[config.mk]
export PLATFORM = sky130hd
export DESIGN_NAME = tpg_device_flat
export DESIGN_NICKNAME = d
export VERILOG_FILES = /design/src/tpg_pkg.sv /design/src/tpg_link_if.sv /design/src/tpg_device.sv /design/src/flat_wrapper.sv
export SDC_FILE = /design/constraint.sdc
export NUM_CORES = 1
export LEC_CHECK = 0
export BUFFER_PORTS_ARGS = -buffer_cell sky130_fd_sc_hd__buf_2
export CAP_MARGIN = 10
export CORE_UTILIZATION = 54
export CTS_CLUSTER_SIZE = 24
export DETAILED_ROUTE_END_ITERATION = 6
export GPL_ROUTABILITY_DRIVEN = 0
export GPL_TIMING_DRIVEN = 0
export PLACE_DENSITY = 0.85
export SLEW_MARGIN = 20
export SYNTH_ARGS = -nofsm -noshare
export SYNTH_HDL_FRONTEND = slang
export SYNTH_SLANG_ARGS = --single-unit
export TNS_END_PERCENT = 30
[constraint.sdc]
create_clock -name clk -period 2.7 [get_ports clk]
set_clock_uncertainty 0.15 [all_clocks]
set_input_delay 0.27 -clock clk [delete_from_list [all_inputs] [get_ports clk]]
set_output_delay 0.27 -clock clk [all_outputs]
set_load 0.1 [all_outputs]
[src/tpg_pkg.sv]
`default_nettype none
// ==========================================
// shared constants for the gate control link
package tpg_pkg;
	localparam int unsigned CLK_FREQ_KHZ = 250000;
	localparam int unsigned TB_FREQ_KHZ  = 17000;
	// time base tick, divider rounds down to the shortest period
	localparam int unsigned TB_DIV_NOM   = CLK_FREQ_KHZ / TB_FREQ_KHZ;
	localparam logic [5:0]  TB_DIV_W     = 6'(TB_DIV_NOM);
	localparam logic [7:0]  DT_MIN       = 8'h01;
	localparam logic [7:0]  DT_RESET     = 8'h10;
	localparam logic [7:0]  BLANK_TB     = 8'h08;
	localparam int unsigned PRECHARGE_NS = 1000;
	localparam int unsigned PRECHARGE_CYC = (PRECHARGE_NS * CLK_FREQ_KHZ) / 1000000;
	localparam logic [9:0]  PRECHARGE_W  = 10'(PRECHARGE_CYC);
	// mode bit positions in set-mode data
	localparam int unsigned MODE_FULL_ON = 0;
	localparam int unsigned MODE_DESAT   = 1;
	localparam int unsigned MODE_ZERO    = 2;
	// read-back selectors
	localparam logic [7:0]  RD_STATUS    = 8'h00;
	localparam logic [7:0]  RD_DEADTIME  = 8'h01;
	localparam logic [7:0]  RD_MASKS     = 8'h02;
	localparam logic [7:0]  RD_CAL       = 8'h03;
	typedef enum logic [3:0] {
		TPG_OP_NOP      = 4'h0,
		TPG_OP_DEADTIME = 4'h1,
		TPG_OP_ZERO_DT  = 4'h2,
		TPG_OP_CAL      = 4'h3,
		TPG_OP_MODE     = 4'h4,
		TPG_OP_LOCK     = 4'h5,
		TPG_OP_ARM      = 4'h6,
		TPG_OP_SIMUL    = 4'h7,
		TPG_OP_REPORT   = 4'h8,
		TPG_OP_INTMASK  = 4'h9,
		TPG_OP_READ     = 4'hA,
		TPG_OP_CLEAR    = 4'hB
	} tpg_op_t;
	typedef enum logic [2:0] {
		TPG_SIM_IDLE  = 3'h1,
		TPG_SIM_ARMED = 3'h2,
		TPG_SIM_DONE  = 3'h4
	} tpg_sim_t;
	typedef enum logic [3:0] {
		TPG_H_IDLE = 4'h1,
		TPG_H_PRE  = 4'h2,
		TPG_H_ARM  = 4'h4,
		TPG_H_SIM  = 4'h8
	} tpg_host_t;
endpackage : tpg_pkg
`default_nettype wire

[src/tpg_link_if.sv]
`default_nettype none
// ==========================================
// phase inputs, command port and read-back
interface tpg_link_if;
	logic [2:0] high_side_input;
	logic [2:0] low_side_input;
	logic       cmd_valid;
	tpg_pkg::tpg_op_t cmd_op;
	logic [7:0] cmd_data;
	logic       rsp_valid;
	logic [7:0] rsp_data;
	logic       int_flag;
	modport device (
		input  high_side_input, low_side_input, cmd_valid, cmd_op, cmd_data,
		output rsp_valid, rsp_data, int_flag
	);
	modport host (
		output high_side_input, low_side_input, cmd_valid, cmd_op, cmd_data,
		input  rsp_valid, rsp_data, int_flag
	);
endinterface : tpg_link_if
`default_nettype wire

[src/tpg_device.sv]
`default_nettype none
module tpg_device (
	// clock and reset
	input  wire logic       clk,
	input  wire logic       sys_rst,
	// link to the controller
	tpg_link_if.device      link,
	// driver side
	input  wire logic       enable,
	input  wire logic [2:0] desat_in,
	input  wire logic       overcurrent_in,
	output logic      [2:0] gate_hs,
	output logic      [2:0] gate_ls,
	output logic            ilim_blank,
	output logic            fault_blank
);
	// ==========================================
	// configuration state
	logic [7:0]  dt_val, next_dt_val;
	logic [7:0]  cal_trim, next_cal_trim;
	logic [2:0]  modes, next_modes;
	logic        locked, next_locked;
	logic        simul, next_simul;
	logic [3:0]  report_mask, next_report_mask;
	logic [3:0]  int_mask, next_int_mask;
	logic [3:0]  fault, next_fault;
	logic        rsp_valid, next_rsp_valid;
	logic [7:0]  rsp_data, next_rsp_data;
	logic        int_q, next_int_q;
	tpg_pkg::tpg_sim_t sim_st, next_sim_st;
	logic        full_on, zero_gap, desat_mode, shut;
	logic        is_cmd;

	assign full_on    = modes[tpg_pkg::MODE_FULL_ON];
	assign desat_mode = modes[tpg_pkg::MODE_DESAT];
	assign zero_gap   = modes[tpg_pkg::MODE_ZERO];
	// shutdown only when desaturation protection is armed
	assign shut       = desat_mode & (|fault[2:0]);
	assign link.rsp_valid = rsp_valid;
	assign link.rsp_data  = rsp_data;
	assign link.int_flag  = int_q;

	function automatic logic op_is(input tpg_pkg::tpg_op_t op);
		op_is = link.cmd_valid && (link.cmd_op == op);
	endfunction : op_is

	// ==========================================
	// time base divider, trimmed by calibration
	logic [5:0]  tb_cnt, next_tb_cnt;
	logic [5:0]  tb_div;
	logic        tb_tick;
	assign tb_div  = 6'(tpg_pkg::TB_DIV_W + cal_trim[5:0]);
	assign tb_tick = (tb_cnt == 6'h00);

	always_comb begin
		next_tb_cnt = tb_tick ? 6'(tb_div - 6'h01) : 6'(tb_cnt - 6'h01);
	end

	always_ff @(posedge clk) begin
		if (sys_rst) begin
			tb_cnt <= 6'h00;
		end else begin
			tb_cnt <= next_tb_cnt;
		end
	end

	// ==========================================
	// command decode
	always_comb begin
		is_cmd           = link.cmd_valid;
		next_dt_val      = dt_val;
		next_cal_trim    = cal_trim;
		next_modes       = modes;
		next_locked      = locked;
		next_simul       = simul;
		next_sim_st      = sim_st;
		next_report_mask = report_mask;
		next_int_mask    = int_mask;
		next_rsp_valid   = 1'b0;
		next_rsp_data    = rsp_data;
		// zero is not a counted value, so it becomes the minimum
		if (op_is(tpg_pkg::TPG_OP_DEADTIME)) begin
			next_dt_val = (link.cmd_data < tpg_pkg::DT_MIN) ? tpg_pkg::DT_MIN
				: link.cmd_data;
			if (!locked) begin
				next_modes[tpg_pkg::MODE_ZERO] = 1'b0;
			end
		end
		if (op_is(tpg_pkg::TPG_OP_ZERO_DT) && !locked) begin
			next_modes[tpg_pkg::MODE_ZERO] = 1'b1;
		end
		if (op_is(tpg_pkg::TPG_OP_CAL)) begin
			next_cal_trim = link.cmd_data;
		end
		if (op_is(tpg_pkg::TPG_OP_MODE) && !locked) begin
			next_modes = link.cmd_data[2:0];
		end
		if (op_is(tpg_pkg::TPG_OP_LOCK)) begin
			next_locked = 1'b1;
		end
		if (op_is(tpg_pkg::TPG_OP_REPORT)) begin
			next_report_mask = link.cmd_data[3:0];
		end
		if (op_is(tpg_pkg::TPG_OP_INTMASK)) begin
			next_int_mask = link.cmd_data[3:0];
		end
		// arm must directly precede the one-shot command
		case (sim_st)
			tpg_pkg::TPG_SIM_IDLE: begin
				if (op_is(tpg_pkg::TPG_OP_ARM)) begin
					next_sim_st = tpg_pkg::TPG_SIM_ARMED;
				end
			end
			tpg_pkg::TPG_SIM_ARMED: begin
				if (op_is(tpg_pkg::TPG_OP_SIMUL)) begin
					next_simul  = link.cmd_data[0];
					next_sim_st = tpg_pkg::TPG_SIM_DONE;
				end else if (is_cmd && !op_is(tpg_pkg::TPG_OP_ARM)) begin
					next_sim_st = tpg_pkg::TPG_SIM_IDLE;
				end
			end
			tpg_pkg::TPG_SIM_DONE: begin
				next_sim_st = tpg_pkg::TPG_SIM_DONE;
			end
			default: begin
				next_sim_st = tpg_pkg::TPG_SIM_IDLE;
			end
		endcase
		if (op_is(tpg_pkg::TPG_OP_READ)) begin
			next_rsp_valid = 1'b1;
			case (link.cmd_data)
				tpg_pkg::RD_STATUS:   next_rsp_data = {simul, locked, modes[1:0], fault};
				tpg_pkg::RD_DEADTIME: next_rsp_data = zero_gap ? 8'h00 : dt_val;
				tpg_pkg::RD_MASKS:    next_rsp_data = {int_mask, report_mask};
				tpg_pkg::RD_CAL:      next_rsp_data = cal_trim;
				default:              next_rsp_data = 8'h00;
			endcase
		end
	end

	always_ff @(posedge clk) begin
		if (sys_rst) begin
			dt_val      <= tpg_pkg::DT_RESET;
			cal_trim    <= 8'h00;
			modes       <= 3'h0;
			locked      <= 1'b0;
			simul       <= 1'b0;
			sim_st      <= tpg_pkg::TPG_SIM_IDLE;
			report_mask <= 4'hF;
			int_mask    <= 4'h0;
			rsp_valid   <= 1'b0;
			rsp_data    <= 8'h00;
		end else begin
			dt_val      <= next_dt_val;
			cal_trim    <= next_cal_trim;
			modes       <= next_modes;
			locked      <= next_locked;
			simul       <= next_simul;
			sim_st      <= next_sim_st;
			report_mask <= next_report_mask;
			int_mask    <= next_int_mask;
			rsp_valid   <= next_rsp_valid;
			rsp_data    <= next_rsp_data;
		end
	end

	// ==========================================
	// per phase edge detect, dead time and decision
	logic [2:0] hs_d, ls_d, want_hs, want_ls, dec_hs, dec_ls, ls_seen;
	logic [2:0] next_want_hs, next_want_ls, next_dec_hs, next_dec_ls, next_ls_seen;
	logic [2:0] next_gate_hs, next_gate_ls, in_edge;
	logic [7:0] dt_cnt [3];
	logic [7:0] next_dt_cnt [3];

	genvar p;
	generate
		for (p = 0; p < 3; p++) begin : g_phase
			logic hs_rise, hs_fall, ls_rise, ls_fall;
			assign hs_rise = link.high_side_input[p] & ~hs_d[p];
			assign hs_fall = ~link.high_side_input[p] & hs_d[p];
			assign ls_rise = link.low_side_input[p] & ~ls_d[p];
			assign ls_fall = ~link.low_side_input[p] & ls_d[p];
			assign in_edge[p] = hs_rise | hs_fall | ls_rise | ls_fall;

			always_comb begin
				// a leading edge selects its side and, unless simul is set, drops the other
				next_want_hs[p] = want_hs[p];
				next_want_ls[p] = want_ls[p];
				if (hs_rise) begin
					next_want_hs[p] = 1'b1;
				end else if (hs_fall || (ls_rise && !simul)) begin
					next_want_hs[p] = 1'b0;
				end
				if (ls_rise) begin
					next_want_ls[p] = 1'b1;
				end else if (ls_fall || (hs_rise && !simul)) begin
					next_want_ls[p] = 1'b0;
				end
				// unless simul is set, on only once the timer is out and the partner is off
				// two leading edges in one cycle with simul clear: low side wins, no overlap
				next_dec_ls[p] = enable && !shut && next_want_ls[p]
					&& (simul || (dt_cnt[p] == 8'h00 && !dec_hs[p]));
				next_dec_hs[p] = enable && !shut && next_want_hs[p] && ls_seen[p]
					&& (simul || (dt_cnt[p] == 8'h00 && !dec_ls[p]
					&& !next_dec_ls[p]));
				next_ls_seen[p] = enable && (ls_seen[p] || dec_ls[p]);
				// every turn-off restarts this phase's timer
				if ((dec_hs[p] && !next_dec_hs[p]) || (dec_ls[p] && !next_dec_ls[p])) begin
					next_dt_cnt[p] = zero_gap ? 8'h00 : dt_val;
				end else if (tb_tick && dt_cnt[p] != 8'h00) begin
					next_dt_cnt[p] = 8'(dt_cnt[p] - 8'h01);
				end else begin
					next_dt_cnt[p] = dt_cnt[p];
				end
				// full-on takes the decision straight to the gate
				next_gate_hs[p] = full_on ? next_dec_hs[p] : dec_hs[p];
				next_gate_ls[p] = full_on ? next_dec_ls[p] : dec_ls[p];
			end

			always_ff @(posedge clk) begin
				if (sys_rst) begin
					dt_cnt[p] <= 8'h00;
				end else begin
					dt_cnt[p] <= next_dt_cnt[p];
				end
			end
		end
	endgenerate

	always_ff @(posedge clk) begin
		if (sys_rst) begin
			hs_d    <= 3'h0;
			ls_d    <= 3'h0;
			want_hs <= 3'h0;
			want_ls <= 3'h0;
			dec_hs  <= 3'h0;
			dec_ls  <= 3'h0;
			ls_seen <= 3'h0;
			gate_hs <= 3'h0;
			gate_ls <= 3'h0;
		end else begin
			hs_d    <= link.high_side_input;
			ls_d    <= link.low_side_input;
			want_hs <= next_want_hs;
			want_ls <= next_want_ls;
			dec_hs  <= next_dec_hs;
			dec_ls  <= next_dec_ls;
			ls_seen <= next_ls_seen;
			gate_hs <= next_gate_hs;
			gate_ls <= next_gate_ls;
		end
	end

	// ==========================================
	// blanking and fault capture
	logic [7:0] blank_cnt, next_blank_cnt;
	logic       next_fault_blank, next_ilim_blank, turn_on;
	assign turn_on = |((next_gate_hs & ~gate_hs) | (next_gate_ls & ~gate_ls));

	always_comb begin
		// one shared window covers all phases at once
		if (!simul && (turn_on || (|in_edge))) begin
			next_blank_cnt = tpg_pkg::BLANK_TB;
		end else if (tb_tick && blank_cnt != 8'h00) begin
			next_blank_cnt = 8'(blank_cnt - 8'h01);
		end else begin
			next_blank_cnt = blank_cnt;
		end
		next_fault_blank = (next_blank_cnt != 8'h00);
		next_ilim_blank  = (next_blank_cnt != 8'h00);
		// a new event wins over a clear in the same cycle
		next_fault = fault;
		if (op_is(tpg_pkg::TPG_OP_CLEAR)) begin
			next_fault = fault & ~link.cmd_data[3:0];
		end
		next_fault = next_fault | (report_mask
			& {overcurrent_in, desat_in & gate_hs} & {4{!fault_blank}});
		next_int_q = |(fault & int_mask);
	end

	always_ff @(posedge clk) begin
		if (sys_rst) begin
			blank_cnt   <= 8'h00;
			fault_blank <= 1'b0;
			ilim_blank  <= 1'b0;
			fault       <= 4'h0;
			int_q       <= 1'b0;
		end else begin
			blank_cnt   <= next_blank_cnt;
			fault_blank <= next_fault_blank;
			ilim_blank  <= next_ilim_blank;
			fault       <= next_fault;
			int_q       <= next_int_q;
		end
	end
endmodule : tpg_device
`default_nettype wire

[src/flat_wrapper.sv]
// flat-port wrapper written by rule: the top's interface ports become plain ports
module tpg_device_flat 
  (clk, sys_rst, enable, desat_in, overcurrent_in, gate_hs, gate_ls, ilim_blank, fault_blank, link_high_side_input, link_low_side_input, link_cmd_valid, link_cmd_op, link_cmd_data, link_rsp_valid, link_rsp_data, link_int_flag);
  tpg_link_if link_i ();
  input  wire logic clk;
  input  wire logic sys_rst;
  input  wire logic enable;
  input  wire logic [2:0] desat_in;
  input  wire logic overcurrent_in;
  output logic      [2:0] gate_hs;
  output logic      [2:0] gate_ls;
  output logic ilim_blank;
  output logic fault_blank;
  input wire logic [$bits(link_i.high_side_input)-1:0] link_high_side_input;
  input wire logic [$bits(link_i.low_side_input)-1:0] link_low_side_input;
  input wire logic [$bits(link_i.cmd_valid)-1:0] link_cmd_valid;
  input wire logic [$bits(link_i.cmd_op)-1:0] link_cmd_op;
  input wire logic [$bits(link_i.cmd_data)-1:0] link_cmd_data;
  output wire logic [$bits(link_i.rsp_valid)-1:0] link_rsp_valid;
  output wire logic [$bits(link_i.rsp_data)-1:0] link_rsp_data;
  output wire logic [$bits(link_i.int_flag)-1:0] link_int_flag;
  assign link_i.high_side_input = link_high_side_input;
  assign link_i.low_side_input = link_low_side_input;
  assign link_i.cmd_valid = link_cmd_valid;
  assign link_i.cmd_op = link_cmd_op;
  assign link_i.cmd_data = link_cmd_data;
  assign link_rsp_valid = link_i.rsp_valid;
  assign link_rsp_data = link_i.rsp_data;
  assign link_int_flag = link_i.int_flag;
  tpg_device u_core (.clk(clk), .sys_rst(sys_rst), .link(link_i), .enable(enable), .desat_in(desat_in), .overcurrent_in(overcurrent_in), .gate_hs(gate_hs), .gate_ls(gate_ls), .ilim_blank(ilim_blank), .fault_blank(fault_blank));
endmodule
==> results of run 1 <==
## through the flow
stage                     power (mW)  instances  area [um2]  setup WS (ns)
final                           5.45        842        6320        0.00419
after floorplan                 3.75        645        5580        0.00983
after CTS                       5.25        840        6240        -0.0323
after detailed placement        4.18        816        5940        -0.0382
after global routing            5.75        842        6320        -0.0798
after global placement          4.08        816        5930        -0.0121
## timing repair
item,in CTS,in global routing
endpoints found under the hold margin,7,0
endpoints found under the setup margin,12,30
gates cloned,0,0
resized for setup,3,21
buffers inserted,0,2
hold buffers,8,0
pin swaps,1,2
## how the worst max path moves through the flow
stage | endpoint | slack (ns) | from
finish | u_core.blank_cnt[1] | 0.004 | u_core.dt_cnt[1][2]
CTS | u_core.blank_cnt[1] | -0.03 | u_core.dt_cnt[1][2]
global placement | u_core.blank_cnt[0] | -0.01 | u_core.dt_cnt[1][2]
floorplan | u_core.blank_cnt[0] | 0.01 | u_core.gate_hs[1]
global route | u_core.blank_cnt[1] | -0.08 | u_core.dt_cnt[1][2]
detailed placement | u_core.link.rsp_data[5] | -0.04 | link_cmd_data[4]
## final cells by class
| type | instances | area (um2) | share of cell area, % |
|---|---|---|---|
| Clock buffer | 11 | 141 | 2.24 |
| Tap cell | 133 | 166 | 2.63 |
| Inverter | 31 | 119 | 1.88 |
| Multi-Input combinational cell | 474 | 3170 | 50.1 |
| Sequential cell | 112 | 2240 | 35.5 |
| Timing Repair Buffer | 48 | 285 | 4.51 |
| Buffer | 28 | 135 | 2.14 |
| Clock inverter | 5 | 62.6 | 0.990 |
## synthesized netlist by cell type (all sizes together) (14+ instances only)
cell type,instances
a211oi,24
a21oi,40
clkbuf,20
dfxtp,112
ha,17
inv,31
mux2i,24
nand2,29
nand2b,18
nor2,118
nor3,21
o21ai,14
xnor2,22
## state kept, by name, summed over array words and instances (netlist names), 3 cells and up
signal and count:
u_core.tb_cnt 6, u_core.gate_hs 3, u_core.report_mask 4, u_core.hs_d 3, u_core.ls_d 3, u_core.want_ls 3
u_core.cal_trim 8, u_core.int_mask 4, u_core.link.rsp_data 8, u_core.sim_st 3, u_core.dt_val 8, u_core.fault 4
u_core.blank_cnt 8, u_core.modes 3, u_core.dec_hs 3, u_core.dec_ls 3, u_core.gate_ls 3, u_core.want_hs 3
u_core.ls_seen 3, u_core.dt_cnt 24
## layout by cell type, fill, tap and decap left out, drive strengths merged, types with 14 or more instances in the layout
| cell | count |
|---|---|
| inv | 33 |
| nor3 | 21 |
| mux2i | 24 |
| xnor2 | 22 |
| buf | 47 |
| a211oi | 24 |
| ha | 17 |
| clkbuf | 32 |
| o21ai | 14 |
| nand2b | 18 |
| nand2 | 29 |
| nor2 | 118 |
| a21oi | 40 |
| dfxtp | 112 |
## logic make-up after synthesis
group                    Yosys count  share of synthesized area, %
AND/OR/NAND/NOR                  262                          24.0
AO/OA/AOI/OAI                    129                          16.2
flip-flops                       112                          40.2
buffers and inverters             59                          4.53
XOR/XNOR                          34                          5.34
multiplexers                      32                          5.93
adder cells (fa/ha/maj)           17                          3.82
## worst max-delay path: cells and delay by family, from the launching register on
kind / cells / cell delay [ns]
and+or+nand+nor: 4 / 1.54
AOI/OAI and AO/OA: 3 / 0.58
DFF: 1 / 0.35
## metal layers
metal / GRT usage [%] / vias up
li1: - / 2404
met1: 32.8 / 2448
met2: 47.7 / 261
met3: 6.54 / 50
met4: 12.1 / 0
met5: 0 / -
## power by group
| group | internal (mW) | switching, mW | total, mW |
|---|---|---|---|
| clock | 0.462 | 0.593 | 1.06 |
| combinational | 1.02 | 1.26 | 2.28 |
| sequential | 1.88 | 0.230 | 2.11 |
==> results.json, run 1 <==
{
  "status": "completed",
  "holdWs_ns": 0.00986,
  "path_max_fanout": 4,
  "worstSetupStartpointType": "flip-flop",
  "hp-start": "desat_in[0]",
  "hold_depth": 3,
  "finalSetupViolCount": 0,
  "ys_seq_area_share_pct": 40.2,
  "drc": 0,
  "n_antenna_cell": 0,
  "final_nets": 747,
  "antenna_found_initial": 0,
  "root_buffer": "clkbuf_8",
  "yosysWarnings": 0,
  "ys_seq_elements": 112,
  "end_kind": "flip-flop",
  "num-fill-cells": 805,
  "synthArstFlopShare_pct": 0,
  "regToRegStartpoint": "u_core.dt_cnt[1][2]",
  "cpMaxStageDelayCell": "or4_4",
  "leakage_nw": 2.34,
  "whs_endpoint": "u_core.fault[0]",
  "drt_iter0_markers": 410,
  "relSlewSlack_pct": 45.7,
  "hold_viol": 0,
  "rsz0062_at_grt": "yes",
  "grt_usage_pct": 27.7,
  "synth.cell_area_um2": 5570,
  "dieArea_um2": 10700,
  "crit_type": "flip-flop to flip-flop",
  "yosysTopAreaCellShare_pct": 40.2,
  "cp.required_ns": 2.85,
  "cts_tree": "done",
  "max-vdd-ir-drop_v": 0.000422,
  "drive_above_1_share_pct": 14.2,
  "critPathMaxStageDelay_ns": 0.57,
  "synth_fp_nets": 688,
  "power_per_cell_area_nw_per_um2": 862,
  "cts.clk_slew.worst_paths_ns": 0.11,
  "core-area_um2": 9910,
  "vias_per_cell": 6.13,
  "vias": 5163,
  "dpl.hpwl_mm": 11.0,
  "die_x_um": 104,
  "synth-edff-count": 0,
  "min_path_type": "input port to flip-flop",
  "path_cells": "or4_4 -> nor4b_4 -> a21oi_1 -> or3_4 -> o32ai_4 -> o41ai_4 -> and3_1",
  "met3_length_mm": 1.23,
  "arrival_ns": 2.84,
  "fmax_mhz": 371,
  "r2r-end": "u_core.blank_cnt[1]",
  "gr-total-overflow": 0,
  "ios": 44,
  "slew_violations": 0,
  "synth_ff_type": "dfxtp_1",
  "fin_setup_tns_ns": 0,
  "cts.sinks": 112,
  "ant_nets": 0,
  "row_count": 36,
  "synthCells": 645,
  "reg2reg_setup_slack_ns": 0.004,
  "grt_max_degree": 19,
  "yosysTopAreaCell": "dfxtp_1",
  "wl_met1_mm": 6.04,
  "ys_top_cells_by_area": "dfxtp_1, nor2_1, mux2i_1",
  "numCtsBuffers": 9,
  "cts_buffer_depth": 2,
  "grt_pass1_vias": 4866,
  "area_delta_synth_final_pct": 13.4,
  "wire_per_inst_um": 17.9,
  "postSynthAreaPerCell_um2": 8.64,
  "routed-wl-met2_mm": 7.26,
  "grt_pass1_wl_mm": 23.6,
  "max_slew.worst_pin.slew_ns": 0.808,
  "port-buffer-count": 38,
  "initial_core_util_pct": 56.2,
  "synth.distinct_cells": 71,
  "utilization_pct": 63.8,
  "drv_cap": 0,
  "top_layer": "met4",
  "wl_mm": 15.1,
  "fin_crit_sh_pct": 99.8,
  "first_pass_iters": 6,
  "clk_latency_ns": 0.39,
  "chipHeight_um": 104,
  "htreeDepth": 3,
  "r2r_cells": 7,
  "timing.final.crit_period_ns": 2.70
}
Note: power is estimated with default switching activity, not from simulation.
==> inputs of run 2 (changes only) <==
--- a/config.mk
+++ b/config.mk
@@ -7,12 +7,14 @@
 export LEC_CHECK = 0
 export BUFFER_PORTS_ARGS = -buffer_cell sky130_fd_sc_hd__buf_2
 export CAP_MARGIN = 10
+export CORE_MARGIN = 2
 export CORE_UTILIZATION = 54
 export CTS_CLUSTER_SIZE = 24
 export DETAILED_ROUTE_END_ITERATION = 6
 export GPL_ROUTABILITY_DRIVEN = 0
 export GPL_TIMING_DRIVEN = 0
 export PLACE_DENSITY = 0.85
+export RECOVER_POWER = 50
 export SLEW_MARGIN = 20
 export SYNTH_ARGS = -nofsm -noshare
 export SYNTH_HDL_FRONTEND = slang
==> run 2 against run 1 <==
Effect of this change:
- sequential power about the same
- maximum frequency rose by 0.58%
- flip-flop and latch count unchanged
- register-to-register slack improved by 0.02 ns
- die area rose by 3.9%
- cell count did not move
- critical path type unchanged
- critical endpoint is now u_core.ilim_blank
- largest cell class unchanged
==> results.json, run 2 (same netlist as run 1, synthesis figures left out) <==
{
  "status": "completed",
  "cts_buffer_depth": 2,
  "cts.sinks": 112,
  "end_kind": "flip-flop",
  "drc": 0,
  "place_ws_ns": -0.0736,
  "drive_above_1_share_pct": 13.5,
  "first_pass_iters": 5,
  "whs_endpoint": "u_core.fault[3]",
  "dpl.hpwl_mm": 11.0,
  "row_count": 37,
  "clk_latency_ns": 0.38,
  "drt_iter0_markers": 390,
  "die_x_um": 106,
  "grt_max_degree": 18,
  "power.internal_mw": 3.39,
  "gr-total-overflow": 0,
  "wire_per_inst_um": 17.9,
  "final_common_cell": "nor2_1",
  "cp.required_ns": 2.84,
  "chipHeight_um": 106,
  "fmax_mhz": 373,
  "n_antenna_cell": 0,
  "final_nets": 745,
  "ant_nets": 0,
  "regMostFlops": "u_core.dt_cnt",
  "largest_reg_flops": 24,
  "r2r-end": "u_core.ilim_blank",
  "cts_tree": "done",
  "r2r_cells": 7,
  "hp-start": "overcurrent_in",
  "final_cell_mix": "nor2_1, dfxtp_1, a21oi_1",
  "core-area_um2": 10200,
  "vias": 5044,
  "grt_pass1_vias": 5086,
  "initial_core_util_pct": 54.7,
  "fin_crit_sh_pct": 99.3,
  "root_buffer": "clkbuf_8",
  "max-vdd-ir-drop_v": 0.000386,
  "fin_cells": 842,
  "drv_cap": 0,
  "worstSetupStartpointType": "flip-flop",
  "wl_mm": 15.1,
  "min_path_type": "input port to flip-flop",
  "power.switching_mw": 2.10,
  "arrival_ns": 2.82,
  "grt_usage_pct": 27.5,
  "power_switching_share_pct": 38.3,
  "final_area_um2": 6310,
  "ios": 44,
  "leakage_nw": 2.33,
  "power_per_cell_area_nw_per_um2": 871,
  "area_delta_synth_final_pct": 13.2,
  "vias_per_cell": 5.99,
  "critPathMaxStageDelay_ns": 0.58,
  "total_power_mw": 5.50,
  "path_max_fanout": 5,
  "antenna_found_initial": 0,
  "clockPowerShare_pct": 20.1,
  "cpMaxStageDelayCell": "or4_4",
  "path_cells": "or4_4 -> nor4b_4 -> a21oi_1 -> or3_4 -> o32ai_4 -> o41ai_2 -> a31oi_1",
  "htreeDepth": 3,
  "port-buffer-count": 38,
  "pwr-share-seq_pct": 38.4,
  "grt_pass1_wl_mm": 24.4,
  "hold_depth": 3,
  "hold_viol": 0,
  "slew_violations": 0,
  "num-fill-cells": 837,
  "relSlewSlack_pct": 22.7,
  "numCtsBuffers": 9,
  "place_inst": 819,
  "setup_ws_ns": 0.0198,
  "crit_type": "flip-flop to flip-flop",
  "finalSetupViolCount": 0,
  "regToRegStartpoint": "u_core.dt_cnt[1][5]",
  "dpl_cell_area_um2": 5940,
  "timing.final.crit_period_ns": 2.68,
  "reg2reg_setup_slack_ns": 0.02,
  "cts.clk_slew.worst_paths_ns": 0.11,
  "holdWs_ns": 0.00626,
  "dieArea_um2": 11200,
  "max_slew.worst_pin.slew_ns": 1.16,
  "comb_power_share_pct": 41.4,
  "rsz0062_at_grt": "yes"
}
[run 2: what timing repair did]
item	CTS	global route
pin swaps	1	3
gates resized for setup	6	19
hold buffers	8	0
hold endpoints to repair	7	0
setup buffers	0	0
setup endpoints to repair	17	32
[run 2: layout make-up]
type,count,area [um2],area share (%)
buffer,28,136,2.16
clock buffer,10,128,2.02
clock inverter,5,81.3,1.29
inverter,31,118,1.86
multi-input combinational,474,3170,50.2
sequential,112,2240,35.6
tap,136,170,2.70
timing repair buffer,46,264,4.18
[run 2: stage by stage]
stage / TNS, ns / util [%]
2_1_floorplan: 0 / -
3_3_place_gp: -0.127 / 58.3
3_5_place_dp: -0.481 / 58.4
4_1_cts: -0.0440 / 61.5
5_1_grt: -0.440 / 62.0
6_report: 0 / 62.0
[run 2: critical path, delay by kind of cell, from the launching register on]
family | cells | cell delay (ns)
AND/OR/NAND/NOR | 3 | 1.33
AO/OA/AOI/OAI | 4 | 0.77
flip-flops | 1 | 0.34
[run 2: layer usage]
layer | vias up | global-route usage [%] | routed length (um)
met4 | 0 | 11.7 | 455
li1 | 2388 | - | -
met5 | - | 0 | 0
met1 | 2389 | 33.1 | 6160
met3 | 39 | 4.95 | 1070
met2 | 228 | 48.0 | 7390
[run 2: power groups by stage]
stage | registers, mW | clock network [mW] | logic (mW)
floorplan | 2.11 | 0 | 1.64
global placement | 2.10 | 0 | 1.98
detailed placement | 2.12 | 0 | 2.09
CTS | 2.09 | 1.10 | 2.15
global route | 2.14 | 1.17 | 2.49
finish | 2.11 | 1.11 | 2.28
[run 2: worst max-delay path by stage]
stage / start / end / slack (ns) / cells past startpoint
2_1_floorplan: u_core.gate_hs[1] / u_core.blank_cnt[0] / 0.01 / 6
3_3_place_gp: link_cmd_data[4] / u_core.link.rsp_data[1] / -0.04 / 8
3_5_place_dp: u_core.dt_cnt[1][0] / u_core.dt_cnt[1][4] / -0.07 / 9
4_1_cts: u_core.tb_cnt[2] / u_core.dt_cnt[1][6] / -0.04 / 7
5_1_grt: u_core.dt_cnt[1][0] / u_core.ilim_blank / -0.07 / 8
6_report: u_core.dt_cnt[1][5] / u_core.ilim_blank / 0.02 / 7
